## config.mk

```make
export PLATFORM = sky130hd
export DESIGN_NAME = iop_top
export DESIGN_NICKNAME = d
export VERILOG_FILES = /design/src/core/iop_pkg.sv /design/src/core/iop_top.sv /design/src/core/iop_clkblk.sv
export VERILOG_INCLUDE_DIRS = /design/src /design/src/core
export SDC_FILE = /design/constraint.sdc
export NUM_CORES = 1
export LEC_CHECK = 0
export BUFFER_PORTS_ARGS = -buffer_cell sky130_fd_sc_hd__buf_2
export CORE_UTILIZATION = 30
export DETAILED_ROUTE_END_ITERATION = 8
export GPL_ROUTABILITY_DRIVEN = 1
export PLACE_DENSITY_LB_ADDON = 0.12
export SLEW_MARGIN = 25
export SYNTH_ARGS = -nofsm -noshare
export SYNTH_HDL_FRONTEND = slang
export SYNTH_SLANG_ARGS = --single-unit
```

## constraint.sdc

```tcl
create_clock -name clk_i -period 2.5 [get_ports clk_i]
set_input_delay 0.625 -clock clk_i [delete_from_list [all_inputs] [get_ports clk_i]]
set_output_delay 0.625 -clock clk_i [all_outputs]
set_load 0.02 [all_outputs]
```

## src/core/iop_defs.svh

```systemverilog
// Constants for the I/O port block with its clock blocks.
// What this block does
// RL1: Ports are 4 or 8 pins, one direction.
// RL2: Ports drive pins or sample, optionally conditioned.
// RL3: Open-collector: zero drives low, one floats.
// RL4: Data passes transfer register and pin register.
// RL5: 16-bit counter times each pin transfer.
// RL6: Counter readable; transfers deferrable to set time.
// RL7: Each transfer stores the counter as timestamp.
// RL8: Enabled link disables ports on shared pins.
// RL9: Narrower port overrides wider port's shared pins.
// RL10: Ports always transfer their full width.
// RL11: Six clock blocks; block 0 is reference.
// RL12: Blocks 1 to 5 run at own rates.
// RL13: Block may use 1-bit pin, optionally divided.
// RL14: Input strobe honoured; output strobe generated.
// RL15: After reset every port uses block 0.
// RL16: Port events go straight to event output.
// RL17: Every port access completes in one cycle.
// RL18: Counter steps per clock tick, wraps to zero.
`ifndef IOP_DEFS_SVH
`define IOP_DEFS_SVH

`define IOP_NPORT 2
`define IOP_NPIN 8
`define IOP_NCLK 6
`define IOP_CNT_W 16
`define IOP_LINK_LO 4
`define IOP_NARROW_MASK 8'h0f
`define IOP_WIDE_MASK 8'hff

`define IOP_CLK_HZ 100000000
`define IOP_REF_HZ 100000000
`define IOP_REF_DIV (`IOP_CLK_HZ / `IOP_REF_HZ)

`define IOP_PORT_STRIDE_LSB 5
`define IOP_OFS_CTRL 8'h00
`define IOP_OFS_DATA 8'h04
`define IOP_OFS_CNT 8'h08
`define IOP_OFS_TS 8'h0c
`define IOP_OFS_TIME 8'h10
`define IOP_OFS_COND 8'h14
`define IOP_OFS_LINK 8'h40
`define IOP_OFS_CLKB 8'h50
`define IOP_OFS_IRQ_STAT 8'h80
`define IOP_OFS_IRQ_MASK 8'h84

`define IOP_CTRL_EN 0
`define IOP_CTRL_DIR 1
`define IOP_CTRL_OC 2
`define IOP_CTRL_TIMED 3
`define IOP_CTRL_STROBE 4
`define IOP_CTRL_CLKSEL_LO 8
`define IOP_CTRL_COND_LO 12
`define IOP_CTRL_MASK 32'h0000371f
`define IOP_CTRL_RST 32'h00000000

`define IOP_CLKB_DIV_LO 0
`define IOP_CLKB_EXT 8
`define IOP_CLKB_EN 9
`define IOP_CLKB_MASK 10'h3ff
`define IOP_CLKB_RST 10'h000
`define IOP_MASK_RST 2'h0

`endif

```

## src/core/iop_pkg.sv

```systemverilog
// Types shared by the I/O port block.
package iop_pkg;
  typedef enum logic [1:0] {
    IOP_COND_NONE = 2'h0,
    IOP_COND_EQ = 2'h1,
    IOP_COND_NEQ = 2'h2
  } iop_cond_t;
  typedef logic [15:0] iop_cnt_t;
endpackage

```

## src/core/iop_top.sv

```systemverilog
// I/O ports with counters, timestamps, pin sharing and six clock blocks.
`timescale 1ns/1ps
`default_nettype none
`include "iop_defs.svh"
module iop_top
  import iop_pkg::*;
(
  input wire logic clk_i,
  input wire logic rst_i,
  input wire logic wb_cyc_i,
  input wire logic wb_stb_i,
  input wire logic wb_we_i,
  input wire logic [7:0] wb_adr_i,
  input wire logic [3:0] wb_sel_i,
  input wire logic [31:0] wb_dat_i,
  output logic [31:0] wb_dat_o,
  output logic wb_ack_o,
  input wire logic [7:0] pad_i,
  output logic [7:0] pad_o,
  output logic [7:0] pad_oe_o,
  input wire logic clk_port_i,
  input wire logic strobe_in_i,
  output logic strobe_out_o,
  output logic [1:0] event_o,
  output logic irq_o
);
  // Merges write data into a register by byte lane.
  function automatic logic [31:0] wmerge(input logic [31:0] old_v, input logic [31:0] new_v,
                                         input logic [3:0] sel);
    logic [31:0] r;
    r = old_v;
    for (int b = 0; b < 4; b++) begin
      if (sel[b]) begin
        r[8*b +: 8] = new_v[8*b +: 8];
      end
    end
    return r;
  endfunction

  // Compares the word part of a byte address.
  function automatic logic hit(input logic [7:0] adr, input logic [7:0] ofs);
    return adr[7:2] == ofs[7:2];
  endfunction

  // Tells whether the sampled pins meet the programmed condition.
  function automatic logic cond_met(input iop_cond_t mode, input logic [7:0] pins,
                                    input logic [7:0] val);
    logic r;
    case (mode)
      IOP_COND_EQ: r = (pins == val);
      IOP_COND_NEQ: r = (pins != val);
      default: r = 1'b1;
    endcase
    return r;
  endfunction

  // Pin synchronisers.
  logic [7:0] pad_s1_reg, pad_s2_reg;
  logic [1:0] aux_s1_reg, aux_s2_reg;
  always_ff @(posedge clk_i) begin
    if (rst_i) begin
      pad_s1_reg <= 8'h00;
      pad_s2_reg <= 8'h00;
      aux_s1_reg <= 2'h0;
      aux_s2_reg <= 2'h0;
    end else begin
      pad_s1_reg <= pad_i;
      pad_s2_reg <= pad_s1_reg;
      aux_s1_reg <= {strobe_in_i, clk_port_i};
      aux_s2_reg <= aux_s1_reg;
    end
  end
  logic ext_clk_s;
  logic strobe_in_s;
  assign ext_clk_s = aux_s2_reg[0];
  assign strobe_in_s = aux_s2_reg[1];

  // Bus slave: every access is answered one cycle after it is presented.
  logic ack_reg;
  logic [31:0] dat_reg;
  logic req, wr, rd;
  logic [31:0] rd_word;
  assign req = wb_cyc_i & wb_stb_i & ~ack_reg;
  assign wr = req & wb_we_i;
  assign rd = req & ~wb_we_i;

  always_ff @(posedge clk_i) begin
    if (rst_i) begin
      ack_reg <= 1'b0;
      dat_reg <= 32'h00000000;
    end else begin
      ack_reg <= req; // RL17
      if (rd) begin
        dat_reg <= rd_word;
      end
    end
  end

  // Link enable and clock block configuration.
  logic link_en_reg;
  logic [9:0] clkb_reg [`IOP_NCLK];
  always_ff @(posedge clk_i) begin
    if (rst_i) begin
      link_en_reg <= 1'b0;
      for (int n = 0; n < `IOP_NCLK; n++) begin
        clkb_reg[n] <= `IOP_CLKB_RST;
      end
    end else if (wr) begin
      if (hit(wb_adr_i, `IOP_OFS_LINK) && wb_sel_i[0]) begin
        link_en_reg <= wb_dat_i[0];
      end
      for (int n = 1; n < `IOP_NCLK; n++) begin
        if (hit(wb_adr_i, `IOP_OFS_CLKB + 8'(4 * n))) begin
          clkb_reg[n] <= 10'(wmerge(32'(clkb_reg[n]), wb_dat_i, wb_sel_i)); // RL12
        end
      end
    end
  end

  // Clock blocks; block 0 always runs from the reference clock.
  logic [`IOP_NCLK-1:0] tick;
  genvar n;
  generate
    for (n = 0; n < `IOP_NCLK; n++) begin : g_clkb
      if (n == 0) begin : g_ref
        iop_clkblk u_blk (
          .clk_i(clk_i),
          .rst_i(rst_i),
          .en_i(1'b1),
          .ext_sel_i(1'b0),
          .div_i(8'(`IOP_REF_DIV - 1)),
          .ext_clk_i(ext_clk_s),
          .tick_o(tick[n])
        ); // RL11
      end else begin : g_prog
        iop_clkblk u_blk (
          .clk_i(clk_i),
          .rst_i(rst_i),
          .en_i(clkb_reg[n][`IOP_CLKB_EN]),
          .ext_sel_i(clkb_reg[n][`IOP_CLKB_EXT]),
          .div_i(clkb_reg[n][`IOP_CLKB_DIV_LO +: 8]),
          .ext_clk_i(ext_clk_s),
          .tick_o(tick[n])
        ); // RL12 RL13
      end
    end
  endgenerate

  // Per-port state seen by the shared logic.
  logic [31:0] port_rd [`IOP_NPORT];
  logic [`IOP_NPORT-1:0] port_ev, port_tick;
  logic [`IOP_NPORT-1:0] port_en, port_dir, port_oc, port_strb;
  logic [7:0] port_pin [`IOP_NPORT];

  genvar p;
  generate
    for (p = 0; p < `IOP_NPORT; p++) begin : g_port
      localparam logic [7:0] WMASK = (p == 0) ? `IOP_NARROW_MASK : `IOP_WIDE_MASK;
      logic [31:0] ctrl_reg;
      logic [7:0] out_reg, in_reg, pin_reg, cond_reg;
      logic out_pend_reg, in_armed_reg;
      iop_cnt_t cnt_reg, ts_reg, time_reg;
      logic sel_port, wr_ctrl, wr_data, rd_data, ptick;
      logic timed_ok, strobe_ok, do_out, do_in;
      logic [2:0] clksel;
      logic [7:0] pins;
      logic [31:0] rword;

      assign sel_port = (wb_adr_i[7:`IOP_PORT_STRIDE_LSB] == 3'(p));
      assign wr_ctrl = wr & sel_port & hit({3'h0, wb_adr_i[4:0]}, `IOP_OFS_CTRL);
      assign wr_data = wr & sel_port & hit({3'h0, wb_adr_i[4:0]}, `IOP_OFS_DATA);
      assign rd_data = rd & sel_port & hit({3'h0, wb_adr_i[4:0]}, `IOP_OFS_DATA);
      assign clksel = ctrl_reg[`IOP_CTRL_CLKSEL_LO +: 3];
      assign ptick = (clksel < 3'(`IOP_NCLK)) ? tick[clksel] : 1'b0; // RL15
      // A wider port still samples all its pins, shared or not.
      assign pins = pad_s2_reg & WMASK; // RL10
      assign timed_ok = ~ctrl_reg[`IOP_CTRL_TIMED] | (cnt_reg == time_reg); // RL6
      assign strobe_ok = ~ctrl_reg[`IOP_CTRL_STROBE] | strobe_in_s; // RL14
      assign do_out = ptick & ctrl_reg[`IOP_CTRL_EN] & ctrl_reg[`IOP_CTRL_DIR]
                      & out_pend_reg & timed_ok; // RL2 RL5
      assign do_in = ptick & ctrl_reg[`IOP_CTRL_EN] & ~ctrl_reg[`IOP_CTRL_DIR] & in_armed_reg
                     & timed_ok & strobe_ok
                     & cond_met(iop_cond_t'(ctrl_reg[`IOP_CTRL_COND_LO +: 2]), pins,
                                cond_reg & WMASK); // RL2 RL5

      always_ff @(posedge clk_i) begin
        if (rst_i) begin
          ctrl_reg <= `IOP_CTRL_RST; // RL15
          time_reg <= 16'h0000;
          cond_reg <= 8'h00;
        end else if (wr & sel_port) begin
          if (wr_ctrl) begin
            ctrl_reg <= wmerge(ctrl_reg, wb_dat_i, wb_sel_i) & `IOP_CTRL_MASK;
          end
          if (hit({3'h0, wb_adr_i[4:0]}, `IOP_OFS_TIME)) begin
            time_reg <= 16'(wmerge(32'(time_reg), wb_dat_i, wb_sel_i)); // RL6
          end
          if (hit({3'h0, wb_adr_i[4:0]}, `IOP_OFS_COND)) begin
            cond_reg <= 8'(wmerge(32'(cond_reg), wb_dat_i, wb_sel_i)); // RL2
          end
        end
      end

      // Transfer register and pin register; a new bus write wins over the drain.
      always_ff @(posedge clk_i) begin
        if (rst_i) begin
          out_reg <= 8'h00;
          out_pend_reg <= 1'b0;
          pin_reg <= 8'h00;
          in_reg <= 8'h00;
          in_armed_reg <= 1'b0;
        end else begin
          if (do_out) begin
            pin_reg <= out_reg; // RL4
          end
          if (wr_data) begin
            out_reg <= wb_dat_i[7:0] & WMASK; // RL10
            out_pend_reg <= 1'b1;
          end else if (do_out) begin
            out_pend_reg <= 1'b0;
          end
          if (do_in) begin
            in_reg <= pins; // RL4 RL10
          end
          if (wr_ctrl || rd_data) begin
            in_armed_reg <= 1'b1;
          end else if (do_in) begin
            in_armed_reg <= 1'b0;
          end
        end
      end

      // Port counter and timestamp.
      always_ff @(posedge clk_i) begin
        if (rst_i) begin
          cnt_reg <= 16'h0000;
          ts_reg <= 16'h0000;
        end else begin
          if (ptick) begin
            cnt_reg <= cnt_reg + 16'h0001; // RL5 RL18
          end
          if (do_out || do_in) begin
            ts_reg <= cnt_reg; // RL7
          end
        end
      end

      always_comb begin
        rword = 32'h00000000;
        case ({3'h0, wb_adr_i[4:2], 2'h0})
          `IOP_OFS_CTRL: rword = ctrl_reg;
          `IOP_OFS_DATA: rword = {24'h000000, in_reg};
          `IOP_OFS_CNT: rword = {16'h0000, cnt_reg}; // RL6
          `IOP_OFS_TS: rword = {16'h0000, ts_reg}; // RL7
          `IOP_OFS_TIME: rword = {16'h0000, time_reg};
          `IOP_OFS_COND: rword = {24'h000000, cond_reg};
          default: rword = 32'h00000000;
        endcase
      end

      assign port_rd[p] = rword;
      assign port_ev[p] = do_out | do_in; // RL16
      assign port_tick[p] = ptick;
      assign port_en[p] = ctrl_reg[`IOP_CTRL_EN];
      assign port_dir[p] = ctrl_reg[`IOP_CTRL_DIR]; // RL1
      assign port_oc[p] = ctrl_reg[`IOP_CTRL_OC];
      assign port_strb[p] = ctrl_reg[`IOP_CTRL_STROBE];
      assign port_pin[p] = pin_reg;
    end
  endgenerate

  // Pin ownership: link first, then the narrow port, then the wide port.
  logic [7:0] pad_o_next, pad_oe_next;
  logic [7:0] pad_o_reg, pad_oe_reg;
  always_comb begin
    pad_o_next = 8'h00;
    pad_oe_next = 8'h00;
    for (int i = 0; i < `IOP_NPIN; i++) begin
      if (link_en_reg && i >= `IOP_LINK_LO) begin
        pad_oe_next[i] = 1'b0; // RL8
      end else if (i < 4 && port_en[0]) begin
        if (port_dir[0]) begin // RL9
          pad_o_next[i] = port_oc[0] ? 1'b0 : port_pin[0][i];
          pad_oe_next[i] = port_oc[0] ? ~port_pin[0][i] : 1'b1; // RL3
        end
      end else if (port_en[1] && port_dir[1]) begin
        pad_o_next[i] = port_oc[1] ? 1'b0 : port_pin[1][i];
        pad_oe_next[i] = port_oc[1] ? ~port_pin[1][i] : 1'b1; // RL3
      end
    end
  end

  always_ff @(posedge clk_i) begin
    if (rst_i) begin
      pad_o_reg <= 8'h00;
      pad_oe_reg <= 8'h00;
    end else begin
      pad_o_reg <= pad_o_next;
      pad_oe_reg <= pad_oe_next;
    end
  end

  // Output strobe of the wide port: up with the new pin values, down at the next port clock.
  logic strobe_out_reg;
  logic [1:0] event_reg, stat_reg, mask_reg;
  always_ff @(posedge clk_i) begin
    if (rst_i) begin
      strobe_out_reg <= 1'b0;
    end else if (event_reg[1] && port_dir[1] && port_strb[1]) begin
      strobe_out_reg <= 1'b1; // RL14
    end else if (port_tick[1]) begin
      strobe_out_reg <= 1'b0;
    end
  end

  // Events, sticky status, mask and interrupt.
  logic irq_reg;
  logic [1:0] stat_clr;
  assign stat_clr = (wr && hit(wb_adr_i, `IOP_OFS_IRQ_STAT) && wb_sel_i[0]) ? wb_dat_i[1:0] : 2'h0;

  always_ff @(posedge clk_i) begin
    if (rst_i) begin
      event_reg <= 2'h0;
      stat_reg <= 2'h0;
      irq_reg <= 1'b0;
    end else begin
      event_reg <= port_ev; // RL16
      stat_reg <= (stat_reg & ~stat_clr) | port_ev;
      irq_reg <= |(stat_reg & mask_reg);
    end
  end

  always_ff @(posedge clk_i) begin
    if (rst_i) begin
      mask_reg <= `IOP_MASK_RST;
    end else if (wr && hit(wb_adr_i, `IOP_OFS_IRQ_MASK) && wb_sel_i[0]) begin
      mask_reg <= wb_dat_i[1:0];
    end
  end

  // Read multiplexer; unmapped words read as zero.
  always_comb begin
    rd_word = 32'h00000000;
    if (wb_adr_i[7:`IOP_PORT_STRIDE_LSB] < 3'(`IOP_NPORT)) begin
      rd_word = port_rd[wb_adr_i[`IOP_PORT_STRIDE_LSB]];
    end else if (hit(wb_adr_i, `IOP_OFS_LINK)) begin
      rd_word = {31'h00000000, link_en_reg};
    end else if (hit(wb_adr_i, `IOP_OFS_IRQ_STAT)) begin
      rd_word = {30'h00000000, stat_reg};
    end else if (hit(wb_adr_i, `IOP_OFS_IRQ_MASK)) begin
      rd_word = {30'h00000000, mask_reg};
    end else begin
      for (int k = 1; k < `IOP_NCLK; k++) begin
        if (hit(wb_adr_i, `IOP_OFS_CLKB + 8'(4 * k))) begin
          rd_word = {22'h000000, clkb_reg[k]};
        end
      end
    end
  end

  assign wb_dat_o = dat_reg;
  assign wb_ack_o = ack_reg;
  assign pad_o = pad_o_reg;
  assign pad_oe_o = pad_oe_reg;
  assign strobe_out_o = strobe_out_reg;
  assign event_o = event_reg;
  assign irq_o = irq_reg;
endmodule // iop_top
`default_nettype wire

```

## src/core/iop_clkblk.sv

```systemverilog
// One clock block: picks the reference or a pin clock and divides it into ticks.
`timescale 1ns/1ps
`default_nettype none
module iop_clkblk (
  input wire logic clk_i,
  input wire logic rst_i,
  input wire logic en_i,
  input wire logic ext_sel_i,
  input wire logic [7:0] div_i,
  input wire logic ext_clk_i,
  output logic tick_o
);
  logic ext_q_reg;
  logic [7:0] div_cnt_reg;
  logic tick_reg;
  logic src_edge;

  // Rising edge of the synchronised pin clock, or every reference cycle.
  assign src_edge = ext_sel_i ? (ext_clk_i & ~ext_q_reg) : 1'b1; // RL13

  always_ff @(posedge clk_i) begin
    if (rst_i) begin
      ext_q_reg <= 1'b0;
    end else begin
      ext_q_reg <= ext_clk_i;
    end
  end

  // The source is divided by div_i plus one.
  always_ff @(posedge clk_i) begin
    if (rst_i) begin
      div_cnt_reg <= 8'h00;
      tick_reg <= 1'b0;
    end else begin
      tick_reg <= 1'b0;
      if (en_i && src_edge) begin
        if (div_cnt_reg >= div_i) begin // RL12 RL13
          div_cnt_reg <= 8'h00;
          tick_reg <= 1'b1;
        end else begin
          div_cnt_reg <= div_cnt_reg + 8'h01;
        end
      end
    end
  end

  assign tick_o = tick_reg;
endmodule // iop_clkblk
`default_nettype wire

```

Word level (Yosys, flattened, before mapping) --
Memory sizes are Yosys's and may differ from the RTL's. Index checks and enable logic that the tools add are counted.
Storage, ports and cells: flip-flop bits (word level) 305, latch bits 0, memory bits (writable) 60, memory bits (read-only) 0, bits of input ports 59, word-level logic and storage cells 378, memories kept 1
Memories:
- clkb_reg | depth 6, bits a word 10, rd ports 5, clocked after Yosys merged registers in 0, wr ports 6, line iop_top.sv:101 | logic [9:0] clkb_reg [`IOP_NCLK];
Cells by class: $add $sub $neg 8, multiply operators 0, div/mod/pow operators 0, $lt $le $gt $ge 12, equal/unequal tests 24, shifts and indexed selects 0, multiplexer cells 160, bitwise logic cells 76, reduce and logical (&&, ||, !) cells 44
Operator list (count):
- two-way mux 32 bit | 11
- two-way mux 8 bit | 25
- case mux 16 bit (6 select lines) | 2
- two-way mux 1 bit | 91
- two-way mux 10 bit | 6
- adder 8 x 1 -> 8 bit (second input constant) | 6
- two-way mux 2 bit | 21
- greater-or-equal comparator 8 bit | 5
- equality test 6 x 5 -> 1 bit (second input constant) | 6
- bitwise AND 1 bit | 33
- adder 16 x 1 -> 16 bit (second input constant) | 2
- equality test 16 bit | 2
- AND reduction 3 bit | 10
- inverter 1 bit | 27
- OR reduction 2 bit | 7
- logical AND 1 bit | 13
- equality test 6 bit (second input constant) | 2
- bitwise OR 1 bit | 11
- nonzero test 2 bit | 5
- equality test 8 bit | 1
- greater-or-equal comparator 8 x 1 -> 1 bit (second input constant) | 1
- < comparator 3 x 4 -> 1 bit (second input constant) | 2
- != test 8 bit | 1
- binary-select mux 1 bit (select 3 bit) | 2
- other kinds (20) | 32

Logic depth before layout (Yosys ltp) --
Gate-level depths: netlist (run 1).
word-level depth 11, depth in mapped cells 9, gate-level depth less buffers 8

Hierarchy --
A second synthesis (run 1) with hierarchy kept.
Second synthesis, totals: cell total of the unflattened synthesis 1928, area total of the unflattened synthesis 17699.5 um^2
Modules (own cells, without submodules):
- iop_top | instances 1, cells an instance 1412, area an instance 13262.7 um^2, seq. area each 6185.9 um^2
- iop_clkblk | instances 6, cells an instance 86, area an instance 739.5 um^2, seq. area each 200.2 um^2

Worst setup path after synthesis (run 1) --
Ideal clock, no wire load.
path type input to register, start point input port wb_adr_i[5], end point memory clkb_reg[2][8], in the netlist clkb_reg[0][28] (enable), library setup time 0.297 ns, data arrival time 1.983 ns, required time 2.203 ns, slack 0.220 ns, stages on the path 7, cells stage by stage buf_1 -> nor4_1 -> clkbuf_1 -> inv_1 -> nor2_1 -> nand2_1 -> nand2_1
RTL lines:
- start, declared | line iop_top.sv:13 | input wire logic [7:0] wb_adr_i,
- end, declared | line iop_top.sv:101

Worst setup path after layout (run 1) --
start point register g_port[0].time_reg[4], end point register g_port[0].ts_reg[5]
Between the ends: longest elaborated chain between the ends 6
Ends and longest elaborated chain:
- start, declared | line iop_top.sv:162 | iop_cnt_t cnt_reg, ts_reg, time_reg;
- start signal, assigned | line iop_top.sv:196 | time_reg <= 16'(wmerge(32'(time_reg), wb_dat_i, wb_sel_i));
- equality test 16 bit * | line iop_top.sv:177 | assign timed_ok = ~ctrl_reg[`IOP_CTRL_TIMED] | (cnt_reg == time_reg);
- bitwise OR 1 bit * | line iop_top.sv:177
- bitwise AND 1 bit (3 in a row) | line iop_top.sv:181 | assign do_in = ptick & ctrl_reg[`IOP_CTRL_EN] & ~ctrl_reg[`IOP_CTRL_DIR] & in_armed_reg
- logical OR 1 bit * | line iop_top.sv:242 | if (do_out || do_in) begin
- end signal, assigned | line iop_top.sv:243 | ts_reg <= cnt_reg;
- end, declared | line iop_top.sv:162
Every way passes the cells marked *; elsewhere a longest branch is shown, timed or not. A chain may end at the register's enable or synchronous reset.

==> run metrics, run 1 <==
TritonRoute pass-1 iters=5; Pwr per Cell Area=642 nW/um^2; die area=54400 sq um; vias in the first global route=12835; fraction of layout cells with a size suffix above 1=0.154; Vert. Die Dim=233 um; total track usage=0.199; FP Rows=84; FMAX=438 MHz; total grt overflow=0; final net count=1991; endpoint type of the worst setup path=register; clock root buffer=clkbuf_16; cell with the most instances after synthesis=dfxtp_1; Data required, critical path=2.98 ns; Hold WS=0.264 ns; Initial Util=0.305; vias after detailed routing=13115; number of synthesized register bits=331; reg-to-reg slack, setup=0.22 ns; TritonCTS clock tree=yes; global-route wire length before repair=80700 um; cts repair resizes=0; Num CTS Buffers=40; Syn Inst Count=1750; Final setup viols=0; Clock Pin Slew Worst Setup and Hold Paths=0.06 ns; slowest cell delay on critical path=0.39 ns; Yosys cell types=71; worst-margin pin slew=0.696 ns; RSZ-0062 raised after global routing=false; Max Slew Vio Count=0; max reg flops=50; Synth top cells by count=dfxtp_1, nand2_1, nor2_1; Critical Path AT=2.76 ns; DP Area=17900 sq um; post-synthesis cell area=16000 sq um; Final min period=2.28 ns; sequential share of the synthesized area=0.444; Synth area leader=dfxtp_1; CTS Buffer Depth=3; core area=52700 sq um; Ports=112; drt drc=0; Async SR Flop Fraction=0; post-CTS setup buffer count=0; CP Class=reg2reg; Crit-path slowest cell=o41ai_1; Design Power=0.0123 W; CTS H-tree lvls=2; clk_lat worst skew=0.57 ns; period utilization=0.913; DRT iter0 DRCs=785; area grow syn2layout=19.9%; Total Wirelength=53900 um; Max Cap Violations=0; Synth top area share=0.351; Final HPWL DP=39800 um; worst-case headroom to the max-slew limit=0.536; critical-path cell list=xnor2_1, nand4_1, o41ai_1, buf_4, nand2_1, a21oi_1, buf_12, mux2i_1; Post-synth EDFFs=50; CP max FO=9; Worst Setup Start Kind=register; hold buffers post-CTS=0; largest net degree at the start of global routing=107; met1 Use GR=0.263; final hold viol count=0; Worst VDD drop=0.000469 V; Synth Flop Type=dfxtp_1; Hold/Removal Path Class=in2reg; status=finished, final reports clean; initial antenna violation count=3; Global Route met3 Usage=0.0315; die width=233 um; Leak Pwr=7.65 nW; Clock Sinks=331; vias per inst=5.04; yosys warns=0; WL/cell=20.7 um; GR Util met2=0.328; syn_area_per_cell=9.17 sq um; post-route ant nets=0; Finished Cell Area=19200 sq um; GPL Wtd Cong=0.855; clk_skew=0.0229 ns; largest cells by area after synthesis=dfxtp_1, edfxtp_1, mux2i_1, nand2_1, ha_1; grt peak-use layer=met2; PortBufs=75
final timing paths:
| path | startpoint | to | depth (start not counted) |
|---|---|---|---|
| setup / recovery | g_port[0].time_reg[4] | g_port[0].ts_reg[5] | 8 |
| hold / removal | pad_i[5] | pad_s1_reg[5] | 2 |
| setup reg to reg | g_port[0].time_reg[4] | g_port[0].ts_reg[5] | 8 |
| hold reg to reg | pad_s1_reg[6] | g_port[1].pins[6] | 1 |
power by group:
group | switching [W] | leakage [nW] | internal, W | total [W]
Sequential | 0.0000810 | 2.78 | 0.00548 | 0.00556
Combinational | 0.000548 | 4.23 | 0.000285 | 0.000833
Clock | 0.00238 | 0.649 | 0.00356 | 0.00595
Total | 0.00301 | 7.65 | 0.00933 | 0.0123
through the flow:
step	instances	util	setup slack (ns)	setup TNS, ns
final	2602	0.365	0.217	0
after global routing	2601	0.365	0.0185	0
after CTS	2601	0.365	0.0146	0
after detailed placement	2527	0.340	-0.0313	-0.0313
after global placement	2527	0.340	-0.0294	-0.0294
after floorplan	1765	-	0.220	0
per-layer routing:
layer | share of wire | routed length (um)
met1 | 0.46 | 24800
met2 | 0.47 | 25200
met3 | 0.046 | 2480
met4 | 0.026 | 1420
met5 | 0.00020 | 11
placed cells by master (no fill, tap or decap), types with 16 or more instances in the layout:
| master | synthesis | layout |
|---|---|---|
| nor2_1 | 156 | 156 |
| inv_1 | 59 | 58 |
| nand2_1 | 184 | 184 |
| a21oi_1 | 110 | 110 |
| dfxtp_1 | 281 | 281 |
| nand4_1 | 35 | 35 |
| nor2b_1 | 30 | 30 |
| and3_1 | 22 | 22 |
| buf_4 | 17 | 116 |
| a22oi_1 | 30 | 30 |
| xor2_1 | 45 | 45 |
| buf_2 | 16 | 74 |
| edfxtp_1 | 50 | 50 |
| conb_1 | 1 | 16 |
| o21ai_0 | 41 | 41 |
| and2_1 | 60 | 60 |
| clkbuf_16 | 0 | 41 |
| nand3_1 | 64 | 64 |
| xnor2_1 | 53 | 53 |
| ha_1 | 51 | 51 |
| mux2i_1 | 144 | 144 |
critical path: cells and delay by family, from the launching register on:
family                 cells  cell delay (ns)
AND/OR/NAND/NOR            2             0.32
buffers and inverters      2             0.39
multiplexers               1             0.20
AO/OA/AOI/OAI              2             0.66
XOR/XNOR                   1             0.26
flip-flops                 1             0.35
final cells by class:
type                            instances  area, sq um
Multi-Input combinational cell       1244         8180
Fill cell                            5331        33400
Timing Repair Buffer                  204         1510
Clock buffer                           59         1130
Clock inverter                         15          181
Sequential cell                       331         7130
Tap cell                              688          861
Antenna cell                            1         2.50
Inverter                               60          226
cell families after synthesis:
group / share of synthesized area
buf+inv: 0.0509
simple gates: 0.183
other cells: 0.000234
xor+xnor: 0.0535
mux: 0.0990
fa+ha+maj: 0.0398
compound gates: 0.129
flops: 0.444
(Power assumes the default switching activity.)
==> run 2: changes to the inputs <==
==> constraint.sdc (replaced) <==
create_clock -name clk_i -period 2.5 [get_ports clk_i]
set_input_delay 0.125 -clock clk_i [delete_from_list [all_inputs] [get_ports clk_i]]
set_output_delay 0.125 -clock clk_i [all_outputs]
set_load 0.02 [all_outputs]
==> run 2 against run 1 <==
Utilization fell by 0.32 points. Non-clock buffer count fell by 16. First-iteration DRC count down 2.4%. Global-route usage is 0.056 points lower. Clock power shrank 2%. Design area decreased by 0.87%. Total power is 0.91% lower. Via count fell by 0.96%. Sequential share of layout area is 0.32 points higher. Register-to-register slack better by 0.04 ns. Clock-buffer cell count is 5 higher. Wire length decreased by 0.89%. Largest power group unchanged. Highest routed layer unchanged.
==> run metrics, run 2 (same netlist as run 1, synthesis figures left out) <==
CP Class=reg2reg; die width=233 um; Pwr per Cell Area=642 nW/um^2; clk_lat worst skew=0.57 ns; GPL Wtd Cong=0.846; final hold viol count=0; Final setup viols=0; DRT iter0 DRCs=766; Leak Pwr=7.52 nW; global-route wire length before repair=80500 um; Reg power frac=0.455; CTS H-tree lvls=2; Data required, critical path=2.98 ns; Clock Sinks=331; n_diodes=0; total grt overflow=0; drt drc=0; Ports=112; Final HPWL DP=38600 um; CP max FO=8; post-CTS setup buffer count=0; status=finished, final reports clean; clock share of power=0.478; area grow syn2layout=18.8%; vias in the first global route=12713; fraction of layout cells with a size suffix above 1=0.134; commonest non-fill, non-tap cell in the layout=dfxtp_1; FMAX=445 MHz; core area=52700 sq um; CTS Buffer Depth=3; PortBufs=75; max reg flops=50; CP startpoint=g_clkb[1].g_prog.u_blk.div_cnt_reg[0]; cts repair resizes=0; Num CTS Buffers=42; final net count=1977; clock root buffer=clkbuf_16; Total Wirelength=53400 um; largest net degree at the start of global routing=130; TritonRoute pass-1 iters=6; TritonCTS clock tree=yes; Reg2Reg Capture Point=g_clkb[1].g_prog.u_blk.div_cnt_reg[3]; reg-to-reg slack, setup=0.26 ns; Worst Hold Depth=3; switching pwr=0.00301 W; Setup TNS=0 ns; P_int=0.00922 W; R2R cell count=8; endpoint type of the worst setup path=register; RSZ-0062 raised after global routing=false; Vert. Die Dim=233 um; Comb power frac=0.067; Hold/Removal Path Class=in2reg; Worst Setup Start Kind=register; initial antenna violation count=0; Critical Path AT=2.73 ns; FP Rows=84; hold path endpoint=g_port[1].out_reg[4]; Reg2Reg Launch Point=g_clkb[1].g_prog.u_blk.div_cnt_reg[0]; period utilization=0.898; most frequent cells in the layout=dfxtp_1, nand2_1, nor2_1; post-route ant nets=0; vias after detailed routing=12989; vias per inst=5.03; die area=54400 sq um; Clock Pin Slew Worst Setup and Hold Paths=0.06 ns; Layout Utilization=0.362; Initial Util=0.305; worst-margin pin slew=0.718 ns; total track usage=0.198; clk_skew=0.0139 ns; worst-case headroom to the max-slew limit=0.520; sw frac=0.246; WL/cell=20.7 um; Max Cap Violations=0; Worst VDD drop=0.000467 V; Final min period=2.24 ns; Max Slew Vio Count=0; hold_sp=wb_dat_i[4]
[run 2: cell types whose count changed in the layout (fill, tap and decap cells not counted), sizes merged]
cell and change:
dlygate4sd3 +24, bufinv -4, clkbuf +5, buf -40
diode -1, clkinv -6
[run 2: worst max-delay path, cell delays in order, from the launching register on]
cell	delay [ns]
dfxtp_1	0.45
inv_1	0.08
ha_1	0.28
nand2b_1	0.14
a21o_1	0.17
a21o_1	0.17
a21oi_1	0.21
o2111ai_1	0.41
a21oi_1	0.27
[run 2: repair_timing]
action / in CTS / in global routing
hold buffers: 24 / 0
endpoints found under the setup margin: 0 / 0
hold endpoints to repair: 45 / 0
[run 2: worst max-delay path by stage]
stage / end / slack [ns]
final: g_clkb[1].g_prog.u_blk.div_cnt_reg[3] / 0.26
after global routing: g_clkb[1].g_prog.u_blk.div_cnt_reg[6] / 0.06
after CTS: g_clkb[4].g_prog.u_blk.div_cnt_reg[7] / 0.13
after detailed placement: g_clkb[4].g_prog.u_blk.div_cnt_reg[7] / 0.15
after global placement: g_clkb[4].g_prog.u_blk.tick_o / 0.16
after floorplan: g_port[0].in_reg[0] / 0.50
[run 2: stage by stage]
| stage | cell area (sq um) | power, W | hold WS [ns] | cells | setup slack, ns |
|---|---|---|---|---|---|
| after floorplan | 16100 | 0.00614 | 0.253 | 1765 | 0.498 |
| after global placement | 17500 | 0.00647 | 0.342 | 2487 | 0.159 |
| after detailed placement | 17500 | 0.00647 | 0.343 | 2487 | 0.146 |
| after CTS | 19100 | 0.0124 | 0.00699 | 2580 | 0.134 |
| after global routing | 19100 | 0.0127 | 0.0262 | 2580 | 0.0593 |
| final | 19100 | 0.0122 | 0.0332 | 2580 | 0.255 |
[run 2: layer usage]
metal	up-vias	GRT usage	part of all wire
met2	300	0.315	0.45
li1	6336	-	-
met1	6266	0.266	0.46
met4	2	0.0737	0.033
met5	-	0.0138	0.0019
met3	85	0.0345	0.049
[run 2: layout make-up]
type                       instances  area, sq um
clock buffer                      64         1270
clock inverter                     5         32.5
fill                            5402        33600
inverter                          60          226
multi-input combinational       1244         8180
sequential                       331         7130
tap                              688          861
timing repair buffer             188         1370
[run 2: power groups by stage]
stage	clock network (W)	logic (W)	registers, W
4_1_cts	0.00600	0.000824	0.00556
5_1_grt	0.00620	0.000899	0.00557
3_3_place_gp	0	0.000788	0.00568
6_report	0.00584	0.000825	0.00556
2_1_floorplan	0	0.000480	0.00566
3_5_place_dp	0	0.000791	0.00568
